### config.mk
export PLATFORM = sky130hd
export DESIGN_NAME = bhpc_top
export DESIGN_NICKNAME = d
export VERILOG_FILES = /design/src/pkg/bhpc_pkg.sv /design/src/pkg/bhpc_gate_if.sv /design/src/logic/bhpc_gate_interlock.sv /design/src/logic/bhpc_top.sv
export SDC_FILE = /design/constraint.sdc
export NUM_CORES = 1
export LEC_CHECK = 0
export CAP_MARGIN = 30
export CORE_MARGIN = 2
export CORE_UTILIZATION = 45
export CTS_BUF_LIST = sky130_fd_sc_hd__clkbuf_2
export CTS_CLUSTER_SIZE = 28
export DETAILED_ROUTE_END_ITERATION = 16
export DONT_BUFFER_PORTS = 1
export GPL_TIMING_DRIVEN = 0
export PLACE_DENSITY = 0.65
export SLEW_MARGIN = 20
export SYNTH_ARGS = -nofsm -noshare
export SYNTH_HDL_FRONTEND = slang
export SYNTH_SLANG_ARGS = --single-unit
### constraint.sdc
create_clock -name core_clk -period 2.06 [get_ports core_clk]
set_input_delay 0.206 -clock core_clk [delete_from_list [all_inputs] [get_ports core_clk]]
set_output_delay 0.206 -clock core_clk [all_outputs]
set_load 0.02 [all_outputs]
### src/pkg/bhpc_pkg.sv
// Package of constants and types for the buck hiccup and phase control block
package bhpc_pkg;

    // Wishbone register offsets (byte addresses)
    localparam logic [7:0] BHPC_REG_CTRL    = 8'h00;
    localparam logic [7:0] BHPC_REG_STATUS  = 8'h04;
    localparam logic [7:0] BHPC_REG_CONFIG  = 8'h08;
    localparam logic [7:0] BHPC_REG_HICCUP  = 8'h0C;
    localparam logic [7:0] BHPC_REG_OFFCNT  = 8'h10;
    localparam logic [7:0] BHPC_REG_DEADT   = 8'h14;

    // Control register fields
    localparam int BHPC_CTRL_ENABLE_BIT  = 0;
    localparam int BHPC_CTRL_SECEN_BIT   = 1;
    localparam int BHPC_CTRL_FORCED_PWM_MODE_BIT    = 2;
    localparam logic [2:0] BHPC_CTRL_RESET = 3'h3;

    // Counter figures
    localparam int BHPC_OVL_CYCLES       = 512;
    localparam int BHPC_OFF_CYCLES       = 16384;
    localparam int BHPC_CLEAN_CYCLES     = 4;
    localparam int BHPC_OC_EVENTS        = 16;
    localparam int BHPC_SYNC_LOCK_CYCLES = 2;

    // Soft start of 3 ms at 25 MHz
    localparam int BHPC_CLK_HZ           = 25000000;
    localparam int BHPC_SS_TIME_US       = 3000;
    localparam int BHPC_SS_CYCLES        = BHPC_SS_TIME_US * (BHPC_CLK_HZ / 1000000);
    localparam int BHPC_DEADT_RESET      = 2;

    // Configuration select codes
    localparam logic [2:0] BHPC_CFG_P_OFF_SGL = 3'h0;
    localparam logic [2:0] BHPC_CFG_P_ON_SGL  = 3'h1;
    localparam logic [2:0] BHPC_CFG_P_OFF_DUAL = 3'h2;
    localparam logic [2:0] BHPC_CFG_P_ON_DUAL = 3'h3;
    localparam logic [2:0] BHPC_CFG_SECONDARY = 3'h4;

    // Decoded configuration
    typedef struct packed {
        logic secondary;
        logic spread;
        logic dual;
    } bhpc_cfg_t;

    // Gate driver states
    typedef enum logic [3:0] {
        BHPC_GD_OFF  = 4'h1,
        BHPC_GD_HIGH = 4'h2,
        BHPC_GD_DEAD = 4'h4,
        BHPC_GD_LOW  = 4'h8
    } bhpc_gd_t;

    // Hiccup states
    typedef enum logic [3:0] {
        BHPC_HC_SS   = 4'h1,
        BHPC_HC_RUN  = 4'h2,
        BHPC_HC_OFF  = 4'h4,
        BHPC_HC_IDLE = 4'h8
    } bhpc_hc_t;

    // Decode a configuration code into its three settings
    function automatic bhpc_cfg_t bhpc_decode(input logic [2:0] code);
        bhpc_cfg_t c;
        c = '0;
        case (code)
            BHPC_CFG_P_ON_SGL:   c.spread = 1'b1;
            BHPC_CFG_P_OFF_DUAL: c.dual = 1'b1;
            BHPC_CFG_P_ON_DUAL:
            begin
                c.spread = 1'b1;
                c.dual = 1'b1;
            end
            BHPC_CFG_SECONDARY:
            begin
                c.secondary = 1'b1;
                c.dual = 1'b1;
            end
            default: c = '0;
        endcase
        return c;
    endfunction : bhpc_decode

endpackage : bhpc_pkg

### src/pkg/bhpc_gate_if.sv
// Interface between the supervisor and the gate interlock
`timescale 1ns/1ps
`default_nettype none
interface bhpc_gate_if;
    logic       pwm_on;
    logic       gate_en;
    logic       ho_gate_low;
    logic       lo_gate_low;
    logic [7:0] dead_cycles;
    logic       high_side_drive;
    logic       low_side_drive;

    modport ctrl (output pwm_on, output gate_en, output ho_gate_low, output lo_gate_low,
                  output dead_cycles, input high_side_drive, input low_side_drive);
    modport gate (input pwm_on, input gate_en, input ho_gate_low, input lo_gate_low,
                  input dead_cycles, output high_side_drive, output low_side_drive);
endinterface : bhpc_gate_if
`default_nettype wire

### src/logic/bhpc_gate_interlock.sv
// Adaptive dead-time interlock for the two gate drives
`timescale 1ns/1ps
`default_nettype none
module bhpc_gate_interlock
    import bhpc_pkg::*;
(
    // Clocking
    input  wire logic core_clk,
    input  wire logic srst,
    input  wire logic clk_en,
    // Supervisor side
    bhpc_gate_if.gate gif
);
    bhpc_gd_t   state_q;
    logic [7:0] dly_q;
    logic       ho_q;
    logic       lo_q;

    assign gif.high_side_drive = ho_q;
    assign gif.low_side_drive  = lo_q;

    // Driver sequencing: never both on
    always_ff @(posedge core_clk)
    begin
        if (srst)
        begin
            state_q <= BHPC_GD_OFF;
            dly_q   <= 8'h00;
            ho_q    <= 1'b0;
            lo_q    <= 1'b0;
        end
        else if (clk_en)
        begin
            case (state_q)
                BHPC_GD_OFF:
                begin
                    ho_q <= 1'b0;
                    lo_q <= 1'b0;
                    if (gif.gate_en && gif.pwm_on && gif.lo_gate_low)
                    begin
                        state_q <= BHPC_GD_HIGH;
                        ho_q    <= 1'b1;
                    end
                end
                BHPC_GD_HIGH:
                begin
                    if (!gif.gate_en || !gif.pwm_on)
                    begin
                        ho_q    <= 1'b0;
                        dly_q   <= gif.dead_cycles;
                        state_q <= BHPC_GD_DEAD;
                    end
                end
                BHPC_GD_DEAD:
                begin
                    if (!gif.gate_en)
                        state_q <= BHPC_GD_OFF;
                    else if (gif.ho_gate_low)
                    begin
                        if (dly_q == 8'h00)
                        begin
                            lo_q    <= 1'b1;
                            state_q <= BHPC_GD_LOW;
                        end
                        else
                            dly_q <= dly_q - 8'h01;
                    end
                end
                BHPC_GD_LOW:
                begin
                    if (!gif.gate_en || gif.pwm_on)
                    begin
                        lo_q    <= 1'b0;
                        state_q <= BHPC_GD_OFF;
                    end
                end
                default: state_q <= BHPC_GD_OFF;
            endcase
        end
    end
endmodule : bhpc_gate_interlock
`default_nettype wire

### src/logic/bhpc_top.sv
// Supervisory logic of a synchronous buck controller: hiccup, config, phase clock
// Notes on behaviour
// - End the high-side pulse at once when sensed current exceeds the limit.
// - Enable soft-start clamp only after sixteen overcurrent events.
// - After overload, keep cycle limiting while counting 512 switching cycles.
// - Clear overload counter after four clean consecutive switching cycles.
// - On expiry, discharge soft start, disable both drives, start off counter.
// - At off-count end, release soft start and restart normally.
// - Hiccup inactive for the whole soft start, and in run while feedback is below 0.4 V.
// - Drop high side, wait for its gate low, then delay before low side.
// - Hold high-side turn-on until low-side gate is low.
// - Latch configuration at bias good; ignore changes until bias fails.
// - Decode five codes into role, spread spectrum and dual phase.
// - Primary with spread spectrum never synchronizes to external clock.
// - Secondary puts its error amplifier output in high impedance.
// - No internal compensation option while dual phase.
// - Dual-phase primary outputs phase clock antiphase to high-side drive.
// - Secondary takes its oscillator from the primary's phase clock.
// - External clock appearing after start-up is locked after two cycles.
// - Primary stops phase clock while pulse skipping; shedding only forced PWM.
// - Re-enabled secondary discharges soft start and runs full soft start.
// - Internal soft-start ramp lasts about three milliseconds.
`timescale 1ns/1ps
`default_nettype none
module bhpc_top
    import bhpc_pkg::*;
#(
    parameter int OFF_CYCLES = BHPC_OFF_CYCLES,
    parameter int SS_CYCLES  = BHPC_SS_CYCLES,
    parameter int OSC_DIV    = 64
)(
    // Clocking
    input  wire logic        core_clk,
    input  wire logic        srst,
    input  wire logic        clk_en,
    // Wishbone slave
    input  wire logic        wb_cyc_i,
    input  wire logic        wb_stb_i,
    input  wire logic        wb_we_i,
    input  wire logic [7:0]  wb_adr_i,
    input  wire logic [3:0]  wb_sel_i,
    input  wire logic [31:0] wb_dat_i,
    output logic [31:0]      wb_dat_o,
    output logic             wb_ack_o,
    // Analog comparators and pins
    input  wire logic        bias_good,
    input  wire logic [2:0]  config_select,
    input  wire logic        current_limit_trip,
    input  wire logic        feedback_above_0v4,
    input  wire logic        ho_gate_low,
    input  wire logic        lo_gate_low,
    input  wire logic        mode_sync_input,
    input  wire logic        ext_clock_present,
    input  wire logic        phase_clock_in,
    input  wire logic        pulse_skip_active,
    input  wire logic        pwm_compare,
    // Drives and outputs
    output logic             high_side_drive,
    output logic             low_side_drive,
    output logic             power_good_out,
    output logic             ss_discharge,
    output logic             ss_clamp_en,
    output logic             err_amp_hiz,
    output logic             int_comp_allowed,
    output logic [15:0]      ss_level
);
    // Refuse sizes that the counters cannot hold
    if (OFF_CYCLES < 2 || OFF_CYCLES > 65535 || SS_CYCLES < 1 || SS_CYCLES > 131072
        || OSC_DIV < 4 || OSC_DIV > 512)
    begin : g_bad_param
        $error("bhpc_top: parameter out of range");
    end

    localparam logic [15:0] OFF_LAST = 16'(OFF_CYCLES); // Full off time in cycles
    localparam logic [16:0] SS_LAST  = 17'(SS_CYCLES - 1);
    localparam logic [7:0]  OSC_HALF = 8'(OSC_DIV / 2 - 1);

    // Registers and state
    logic [2:0]  ctrl_q;
    bhpc_cfg_t   cfg_q;
    logic        cfg_valid_q;
    bhpc_hc_t    hc_q;
    logic [9:0]  ovl_cnt_q;
    logic [15:0] off_cnt_q;
    logic [2:0]  clean_q;
    logic [4:0]  oc_events_q;
    logic        cyc_trip_q;
    logic        ovl_q;
    logic [16:0] ss_cnt_q;
    logic [7:0]  osc_cnt_q;
    logic        osc_q;
    logic        osc_d1_q;
    logic        pin_d1_q;
    logic [1:0]  sync_lock_q;
    logic        ext_d1_q;
    logic        sec_en_d1_q;
    logic        pwm_latch_q;
    logic [7:0]  deadt_q;

    // Cycle strobe from the active oscillator
    logic cyc_start;
    logic use_ext;
    logic sec_en;
    logic sec_rise;
    assign cyc_start = osc_q && !osc_d1_q;
    assign use_ext   = cfg_valid_q && !cfg_q.secondary && !cfg_q.spread && ext_clock_present
                       && (sync_lock_q == 2'(BHPC_SYNC_LOCK_CYCLES));
    assign sec_en    = ctrl_q[BHPC_CTRL_ENABLE_BIT]
                       && (!cfg_q.secondary || ctrl_q[BHPC_CTRL_SECEN_BIT]);
    assign sec_rise  = sec_en && !sec_en_d1_q;

    // Gate interlock connection
    bhpc_gate_if gif ();
    assign gif.pwm_on      = pwm_latch_q;
    assign gif.gate_en     = sec_en && (hc_q != BHPC_HC_OFF) && (hc_q != BHPC_HC_IDLE);
    assign gif.ho_gate_low = ho_gate_low;
    assign gif.lo_gate_low = lo_gate_low;
    assign gif.dead_cycles = deadt_q;

    bhpc_gate_interlock u_gate (
        .core_clk (core_clk),
        .srst     (srst),
        .clk_en   (clk_en),
        .gif      (gif)
    );

    // Configuration latch at bias good, released on bias failure
    always_ff @(posedge core_clk)
    begin
        if (srst || !bias_good)
        begin
            cfg_q       <= '0;
            cfg_valid_q <= 1'b0;
        end
        else if (clk_en && !cfg_valid_q)
        begin
            cfg_q       <= bhpc_decode(config_select);
            cfg_valid_q <= 1'b1;
        end
    end

    // Oscillator: own divider, external sync, or primary phase clock
    always_ff @(posedge core_clk)
    begin
        if (srst)
        begin
            osc_cnt_q   <= 8'h00;
            osc_q       <= 1'b0;
            osc_d1_q    <= 1'b0;
            pin_d1_q    <= 1'b0;
            ext_d1_q    <= 1'b0;
            sync_lock_q <= 2'h0;
        end
        else if (clk_en)
        begin
            osc_d1_q <= osc_q;
            pin_d1_q <= cfg_q.secondary ? phase_clock_in : mode_sync_input;
            ext_d1_q <= ext_clock_present;
            if (!ext_clock_present)
                sync_lock_q <= 2'h0;
            else if (ext_d1_q && mode_sync_input && !pin_d1_q
                     && sync_lock_q != 2'(BHPC_SYNC_LOCK_CYCLES))
                sync_lock_q <= sync_lock_q + 2'h1;
            if (cfg_q.secondary || use_ext)
                osc_q <= pin_d1_q;
            else if (osc_cnt_q == OSC_HALF)
            begin
                osc_cnt_q <= 8'h00;
                osc_q     <= !osc_q;
            end
            else
                osc_cnt_q <= osc_cnt_q + 8'h01;
        end
    end

    // PWM latch: set at cycle start, cut by current limit or compare
    always_ff @(posedge core_clk)
    begin
        if (srst)
            pwm_latch_q <= 1'b0;
        else if (clk_en)
        begin
            if (current_limit_trip || pwm_compare)
                pwm_latch_q <= 1'b0;
            else if (cyc_start && !pulse_skip_active)
                pwm_latch_q <= 1'b1;
        end
    end

    // Overcurrent tracking per switching cycle
    always_ff @(posedge core_clk)
    begin
        if (srst || !bias_good)
        begin
            cyc_trip_q  <= 1'b0;
            clean_q     <= 3'h0;
            oc_events_q <= 5'h00;
            ovl_cnt_q   <= 10'h000;
            ovl_q       <= 1'b0;
        end
        else if (clk_en)
        begin
            if (cyc_start)
            begin
                cyc_trip_q <= current_limit_trip;
                if (hc_q != BHPC_HC_RUN || !feedback_above_0v4)
                begin
                    ovl_q     <= 1'b0;
                    ovl_cnt_q <= 10'h000;
                    clean_q   <= 3'h0;
                end
                else if (cyc_trip_q)
                begin
                    clean_q <= 3'h0;
                    ovl_q   <= 1'b1;
                    if (oc_events_q != 5'(BHPC_OC_EVENTS))
                        oc_events_q <= oc_events_q + 5'h01;
                end
                else if (clean_q == 3'(BHPC_CLEAN_CYCLES - 1))
                begin
                    clean_q     <= 3'h0;
                    ovl_q       <= 1'b0;
                    ovl_cnt_q   <= 10'h000;
                    oc_events_q <= 5'h00;
                end
                else
                    clean_q <= clean_q + 3'h1;
                // Count on unless this cycle clears the counter
                if (ovl_q && hc_q == BHPC_HC_RUN && feedback_above_0v4
                    && (cyc_trip_q || clean_q != 3'(BHPC_CLEAN_CYCLES - 1))
                    && ovl_cnt_q != 10'(BHPC_OVL_CYCLES))
                    ovl_cnt_q <= ovl_cnt_q + 10'h001;
            end
            else if (current_limit_trip)
                cyc_trip_q <= 1'b1;
        end
    end

    // Hiccup sequencer and soft start ramp
    always_ff @(posedge core_clk)
    begin
        if (srst || !bias_good)
        begin
            hc_q      <= BHPC_HC_IDLE;
            off_cnt_q <= 16'h0000;
            ss_cnt_q  <= 17'h00000;
        end
        else if (clk_en)
        begin
            case (hc_q)
                BHPC_HC_IDLE:
                begin
                    ss_cnt_q <= 17'h00000;
                    if (sec_en && cfg_valid_q)
                        hc_q <= BHPC_HC_SS;
                end
                BHPC_HC_SS:
                begin
                    if (!sec_en)
                        hc_q <= BHPC_HC_IDLE;
                    else if (ss_cnt_q == SS_LAST)
                        hc_q <= BHPC_HC_RUN;
                    else
                        ss_cnt_q <= ss_cnt_q + 17'h00001;
                end
                BHPC_HC_RUN:
                begin
                    if (!sec_en)
                        hc_q <= BHPC_HC_IDLE;
                    else if (ovl_cnt_q == 10'(BHPC_OVL_CYCLES))
                    begin
                        hc_q      <= BHPC_HC_OFF;
                        off_cnt_q <= 16'h0000;
                        ss_cnt_q  <= 17'h00000;
                    end
                end
                BHPC_HC_OFF:
                begin
                    if (off_cnt_q == OFF_LAST)
                        hc_q <= BHPC_HC_SS;
                    else if (cyc_start)
                        off_cnt_q <= off_cnt_q + 16'h0001;
                end
                default: hc_q <= BHPC_HC_IDLE;
            endcase
            if (sec_rise)
                ss_cnt_q <= 17'h00000;
        end
    end

    // Registered outputs
    always_ff @(posedge core_clk)
    begin
        if (srst)
        begin
            high_side_drive  <= 1'b0;
            low_side_drive   <= 1'b0;
            power_good_out   <= 1'b0;
            ss_discharge     <= 1'b1;
            ss_clamp_en      <= 1'b0;
            err_amp_hiz      <= 1'b0;
            int_comp_allowed <= 1'b0;
            ss_level         <= 16'h0000;
            sec_en_d1_q      <= 1'b0;
        end
        else if (clk_en)
        begin
            sec_en_d1_q      <= sec_en;
            high_side_drive  <= gif.high_side_drive && !current_limit_trip;
            low_side_drive   <= gif.low_side_drive;
            ss_discharge     <= (hc_q == BHPC_HC_OFF) || (hc_q == BHPC_HC_IDLE);
            ss_clamp_en      <= (oc_events_q == 5'(BHPC_OC_EVENTS));
            err_amp_hiz      <= cfg_valid_q && cfg_q.secondary;
            int_comp_allowed <= cfg_valid_q && !cfg_q.dual;
            ss_level         <= ss_cnt_q[16:1];
            if (cfg_valid_q && cfg_q.dual && !cfg_q.secondary)
                power_good_out <= !gif.high_side_drive && !pulse_skip_active;
            else
                power_good_out <= (hc_q == BHPC_HC_RUN);
        end
    end

    // Wishbone slave: one-cycle ack, writes to control and dead time
    always_ff @(posedge core_clk)
    begin
        if (srst)
        begin
            wb_ack_o <= 1'b0;
            wb_dat_o <= 32'h0000_0000;
            ctrl_q   <= BHPC_CTRL_RESET;
            deadt_q  <= 8'(BHPC_DEADT_RESET);
        end
        else if (clk_en)
        begin
            wb_ack_o <= wb_cyc_i && wb_stb_i && !wb_ack_o;
            if (wb_cyc_i && wb_stb_i && !wb_ack_o)
            begin
                if (wb_we_i && wb_sel_i[0] && wb_adr_i == BHPC_REG_CTRL)
                    ctrl_q <= wb_dat_i[2:0];
                if (wb_we_i && wb_sel_i[0] && wb_adr_i == BHPC_REG_DEADT)
                    deadt_q <= wb_dat_i[7:0];
                case (wb_adr_i)
                    BHPC_REG_CTRL:   wb_dat_o <= {29'h0, ctrl_q};
                    BHPC_REG_STATUS: wb_dat_o <= {24'h0, hc_q, 1'b0, ovl_q,
                                                  ss_clamp_en, ss_discharge};
                    BHPC_REG_CONFIG: wb_dat_o <= {27'h0, cfg_valid_q, use_ext, cfg_q};
                    BHPC_REG_HICCUP: wb_dat_o <= {17'h0, oc_events_q, ovl_cnt_q};
                    BHPC_REG_OFFCNT: wb_dat_o <= {16'h0, off_cnt_q};
                    BHPC_REG_DEADT:  wb_dat_o <= {24'h0, deadt_q};
                    default:         wb_dat_o <= 32'h0000_0000;
                endcase
            end
        end
    end
endmodule : bhpc_top
`default_nettype wire

==> flow_summary.yaml, run 1 <==
run_status:
  status: "finished, violations left"
  failed_checks: "setup timing"
drt:
  drc_errors: 0
  vias: 6919
  vias_per_cell: 5.63
  drt_wl_total_um: 20900
  drtAntennaViolNets: 0
  first_pass_iters: 5
  drtIter0Drc: 493
  wire_per_inst_um: 17.0
layout:
  final_core_util: 0.575
  drive_gt1_frac: 0.199
  seq_area_um2: 2890
  layout_commonest_cell: "nor2_1"
  stdcell_count: 1228
  final_area_um2: 9100
  layout.nets: 1074
  multi_input_area_um2: 4490
  final.fill_count: 1436
  n_antenna_cell: 0
  area_growth_pct: 25.6
  final_cell_mix: "136 x nor2_1, 123 x dfxtp_1, 82 x nand2_1"
floorplan:
  coreArea_um2: 15800
  die_h_um: 131
  die_area_um2: 17100
  num_rows: 46
  pin_count: 119
  start_util: 0.458
  fp.dieW_um: 131
worst_setup_path:
  critPathBufInv: 1
  worstPathArrival_ns: 2.81
  worst-setup-path-type: "reg2reg"
  required_ns: 2.74
  crit_chain: "or4b_4 -> a21oi_2 -> o211ai_1 -> or2_1 -> buf_6 -> or3_1 -> a31oi_1"
  crit_family: "simple AND/OR/NAND/NOR gates"
  cp_max_fo: 5
  crit_path_top_delay_cell: "or4b_4"
  start_kind: "register"
  cp-end-kind: "register"
  max_stage_delay_ns: 0.57
run:
  maxCapViolations: 0
clock_network:
  cts.htree.levels: 4
  clkTransAtPathRegs_ns: 0.21
  cts_tree: "yes"
  clock-sinks: 142
  clock_latency_ns: 0.75
  root_buffer: "clkbuf_2"
  cts_buffers: 17
  clockBufferDepth: 2
placed_design:
  place_inst: 1122
  dpl-instance-area_um2: 7600
  port_buffers: 0
  place_congestion: 0.930
  hpwl_um: 14100
  place_ws_ns: -0.621
min_path:
  hold_path.class: "in2reg"
synth:
  synth_top_area_frac: 0.392
  avgSynthCellArea_um2: 8.15
  synthArstFlopShare: 0
  yosys-top-cells-area: "dfxtp_1 39%, nor2_1 7.2%, mux2i_1 6.6%"
  syn-cell-area_um2: 7240
  ys_types: 71
  synth-main-ff-cell: "dfxtp_1"
  synth_warnings: 0
  netlist_instances: 889
  synth-seq-cells: 142
  synth_edf_count: 0
  ys_seq_area_frac: 0.392
  synth_largest_area_cell: "dfxtp_1"
timing:
  tns_ns: -0.408
  worst_pin_slew_ns: 0.745
  setup_ws_ns: -0.0721
  clock_skew_ns: 0.0335
  rsz0062_at_grt: "true"
  maxSlewViolCount: 0
  min_period_ns: 2.13
  finalHoldViolations: 0
  slew_headroom: 0.503
  setup_violations: 15
  period_share: 1.04
  fmax_mhz: 469
power:
  internal_power_mw: 3.62
  clkPwrFrac: 0.352
  ir_worst_vdd_mv: 0.604
  p_seq_frac: 0.560
  combPwrFrac: 0.088
  switchingPower_mw: 1.37
  p_leak_nw: 3.35
  p_per_area_nw_per_um2: 548
  p_sw_frac: 0.274
global_routing:
  gr-total-overflow: 0
  grt_usage: 0.239
  grt_pass1_vias: 6342
  grt_max_degree: 17
  antenna_found_initial: 0
  grt_first_pass_wirelength_um: 31900
==> final timing paths <==
check,startpoint,to,slack (ns),cells past startpoint
max reg2reg,u_gate.state_q[3],u_gate.dly_q[0],-0.07,7
min,wb_adr_i[3],wb_dat_o[7],0.04,5
min reg2reg,u_gate.dly_q[1],u_gate.dly_q[1],0.49,2
max,u_gate.state_q[3],u_gate.dly_q[0],-0.07,7
==> synthesized netlist by cell type (9+ instances only) <==
master    instances
or3_1            12
inv_1            21
a21oi_1          50
xnor2_1          17
nor3_1           24
buf_4            16
mux2i_1          48
a31oi_1          14
nor4_1            9
ha_1             12
a22oi_1          16
nand4_1          19
dfxtp_1         142
xor2_1           13
nand2_1          85
clkbuf_1         37
nor2_1          138
nand3_1          32
o21ai_0          35
and3_1           10
o31ai_1           9
==> layer usage <==
metal,vias to the layer above,global-route usage,wire (µm)
met3,48,0.0635,1400
met5,-,0,0
met2,264,0.380,9640
li1,3360,-,-
met1,3247,0.315,9310
met4,0,0.0832,548
==> sequential cells by signal (all words and copies together), names as in the netlist, 2 cells and up <==
| signal | cells |
|---|---|
| hc_q | 4 |
| wb_dat_o | 16 |
| cfg_q | 3 |
| ss_cnt_q | 17 |
| osc_cnt_q | 8 |
| deadt_q | 8 |
| u_gate.dly_q | 8 |
| off_cnt_q | 16 |
| ss_level | 16 |
| ovl_cnt_q | 10 |
| oc_events_q | 5 |
| sync_lock_q | 2 |
| u_gate.state_q | 4 |
| clean_q | 3 |
| ctrl_q | 3 |
==> kinds of logic (layout without fill, tap and decap cells) <==
logic type	Yosys count	after routing	synth area share
AND/OR/NAND/NOR	384	384	0.259
AO/OA/AOI/OAI	183	183	0.165
flip-flops	142	142	0.392
buffers and inverters	86	194	0.0549
multiplexers	51	51	0.0710
XOR/XNOR	30	30	0.0363
adder cells (fa/ha/maj)	12	12	0.0207
other	1	16	0.000518
==> per-stage QoR <==
step	total power, mW	hold WS (ns)
finish	4.99	0.0412
global route	5.18	0.0255
CTS	4.98	0.00909
detailed placement	3.17	0.330
global placement	3.16	0.327
floorplan	3.09	0.324
==> layout make-up <==
class                      count  share of cell area
multi-input combinational    676               0.494
sequential                   142               0.317
timing repair buffer          86              0.0857
buffer                        54              0.0359
tap                          216              0.0297
clock inverter                15              0.0187
clock buffer                  17             0.00935
inverter                      22             0.00935
==> worst reg2reg max path, delay by kind of cell (launching register included) <==
kind                   cells  cell delay, ns
and+or+nand+nor            3            1.14
AOI/OAI and AO/OA          3            0.40
DFF                        1            0.39
buffers and inverters      1            0.14
==> power groups by stage <==
stage	registers [mW]	logic [mW]	clock network, mW
5_1_grt	2.80	0.473	1.90
4_1_cts	2.80	0.413	1.77
3_5_place_dp	2.86	0.316	0
6_report	2.80	0.438	1.75
2_1_floorplan	2.85	0.242	0
3_3_place_gp	2.85	0.310	0
==> timing repair <==
item | 4_1_cts | 5_1_grt
setup buffers | 28 | 19
hold buffers | 34 | 0
gates resized for setup | 66 | 78
endpoints found under the hold margin | 79 | 0
setup endpoints to repair | 68 | 76
pin swaps | 19 | 31
cloned | 0 | 3
No activity file was read; power rests on OpenSTA's default activity.
==> run 2: changes to the inputs <==
- CORE_UTILIZATION: 45 -> 29
- PLACE_DENSITY: 0.65 -> 0.47
==> run 2 against run 1 <==
The run still ends with setup timing left. Critical endpoint is now hc_q[0]. Count of clock-buffer cells in the layout up 1. Design area up 7.1%. Sequential share of layout area down 1.9 points. Core utilization down 18 points. Non-clock buffer count up 15. Global-route usage down 6.8 points. Clock power up 8%. Total power up 2.7%. Routed wire length up 11%. First-iteration DRC count down 8.9%.
==> flow_summary.yaml, run 2 (same netlist as run 1, synthesis figures left out) <==
run:
  maxCapViolations: 0
global_routing:
  grt_usage: 0.171
  gr-total-overflow: 0
  grt_first_pass_wirelength_um: 35400
  antenna_found_initial: 1
  grt_max_degree: 17
  grt_pass1_vias: 6575
power:
  p_per_area_nw_per_um2: 526
  finalPower_mw: 5.12
  p_leak_nw: 3.59
  ir_worst_vdd_mv: 0.400
worst_setup_path:
  cp-end-kind: "register"
  critical_path_depth: 6
  r2r-start: "off_cnt_q[8]"
  ff2ff_setup_slack_ns: -0.1
  cp_max_fo: 6
  crit_path_top_delay_cell: "dfxtp_4"
  critPathBufInv: 0
  worst-setup-path-type: "reg2reg"
  max_stage_delay_ns: 0.44
  crit_chain: "nor4_4 -> nand4_1 -> a221oi_2 -> nand3_2 -> or3_1 -> a21oi_1"
  worstPathArrival_ns: 2.82
  required_ns: 2.73
  start_kind: "register"
  crit_family: "simple AND/OR/NAND/NOR gates"
  r2r-end: "hc_q[0]"
  worst-r2r-cell-count: 6
drt:
  wire_per_inst_um: 17.1
  drc_errors: 0
  vias: 6901
  drtAntennaViolNets: 0
  vias_per_cell: 5.10
  drtIter0Drc: 449
  drt_wl_total_um: 23200
  first_pass_iters: 8
floorplan:
  fp.dieW_um: 162
  start_util: 0.297
  die_h_um: 162
  die_area_um2: 26300
  coreArea_um2: 24400
  num_rows: 57
  pin_count: 119
placed_design:
  place_inst: 1228
  place_congestion: 0.848
  port_buffers: 0
  dpl-instance-area_um2: 7740
  hpwl_um: 16000
layout:
  final_cell_mix: "130 x nor2_1, 115 x dfxtp_1, 81 x nand2_1"
  layout_commonest_cell: "nor2_1"
  largest_register_ffs: 17
  drive_gt1_frac: 0.246
  area_growth_pct: 34.5
  top_register: "ss_cnt_q"
  layout.nets: 1089
  stdcell_count: 1352
  final_core_util: 0.400
  final_area_um2: 9740
  final.fill_count: 2525
min_path:
  min_to: "wb_dat_o[7]"
  whs_path_depth: 6
  hold_path.class: "in2reg"
  min_from: "wb_adr_i[7]"
clock_network:
  cts.htree.levels: 4
  clkTransAtPathRegs_ns: 0.26
  clock_latency_ns: 0.76
  clock-sinks: 142
  clockBufferDepth: 2
  cts_tree: "yes"
  cts_buffers: 17
  root_buffer: "clkbuf_2"
timing:
  period_share: 1.05
  setup_violations: 18
  rsz0062_at_grt: "true"
  fin_worst_hold_slack_ns: 0.0420
  slew_headroom: 0.449
  maxSlewViolCount: 0
  clock_skew_ns: 0.0452
  setup_ws_ns: -0.0951
  min_period_ns: 2.16
  worst_pin_slew_ns: 0.826
  fmax_mhz: 464
  finalHoldViolations: 0
run_status:
  status: "finished, violations left"
  failed_checks: "setup timing"
## run 2: how the worst max path moves through the flow
stage / slack [ns] / from / to
3_5_place_dp: -0.67 / ovl_cnt_q[1] / off_cnt_q[2]
2_1_floorplan: -0.04 / ovl_cnt_q[0] / ss_cnt_q[13]
4_1_cts: -0.07 / u_gate.state_q[3] / u_gate.dly_q[0]
6_report: -0.1 / off_cnt_q[8] / hc_q[0]
3_3_place_gp: -0.68 / ovl_cnt_q[1] / off_cnt_q[2]
5_1_grt: -0.21 / u_gate.state_q[0] / u_gate.dly_q[0]
## run 2: what timing repair did
item	CTS	global route
gates cloned	0	3
hold buffers	35	0
pin swaps	22	50
buffers inserted	39	25
resized for setup	81	119
endpoints found under the setup margin	71	74
endpoints found under the hold margin	83	0
## run 2: final cells by class
| class | instances | area [µm²] | share of cell area |
|---|---|---|---|
| timing repair buffer | 101 | 936 | 0.0960 |
| clock inverter | 14 | 183 | 0.0187 |
| sequential | 142 | 2910 | 0.299 |
| multi-input combinational | 676 | 4780 | 0.491 |
| buffer | 54 | 349 | 0.0358 |
| clock buffer | 18 | 90.1 | 0.00924 |
| antenna | 1 | 2.50 | 0.000257 |
| inverter | 22 | 87.6 | 0.00899 |
| tap | 324 | 405 | 0.0416 |
## run 2: worst min-delay path: cells and delay by family
family,cells,cell delay (ns)
AOI/OAI and AO/OA,2,0.18
and+or+nand+nor,4,0.41
## run 2: per-stage QoR
| step | worst slack, ns | TNS, ns |
|---|---|---|
| finish | -0.0951 | -0.786 |
| global route | -0.206 | -4.44 |
| CTS | -0.0696 | -0.389 |
| detailed placement | -0.675 | -33.46 |
| global placement | -0.683 | -34.21 |
| floorplan | -0.0384 | -0.0384 |
## run 2: power by group
group	switching, mW	leakage, nW	internal (mW)
Sequential	0.0308	1.16	2.76
Clock	1.18	0.160	0.710
Combinational	0.262	2.27	0.183
## run 2: per-layer routing
metal  vias up  GRT usage  wire (µm)
met5         -          0          0
met4         0     0.0374        267
met3        20     0.0437       1340
met2       195      0.280      10700
met1      3280      0.228      10900
li1       3406          -          -
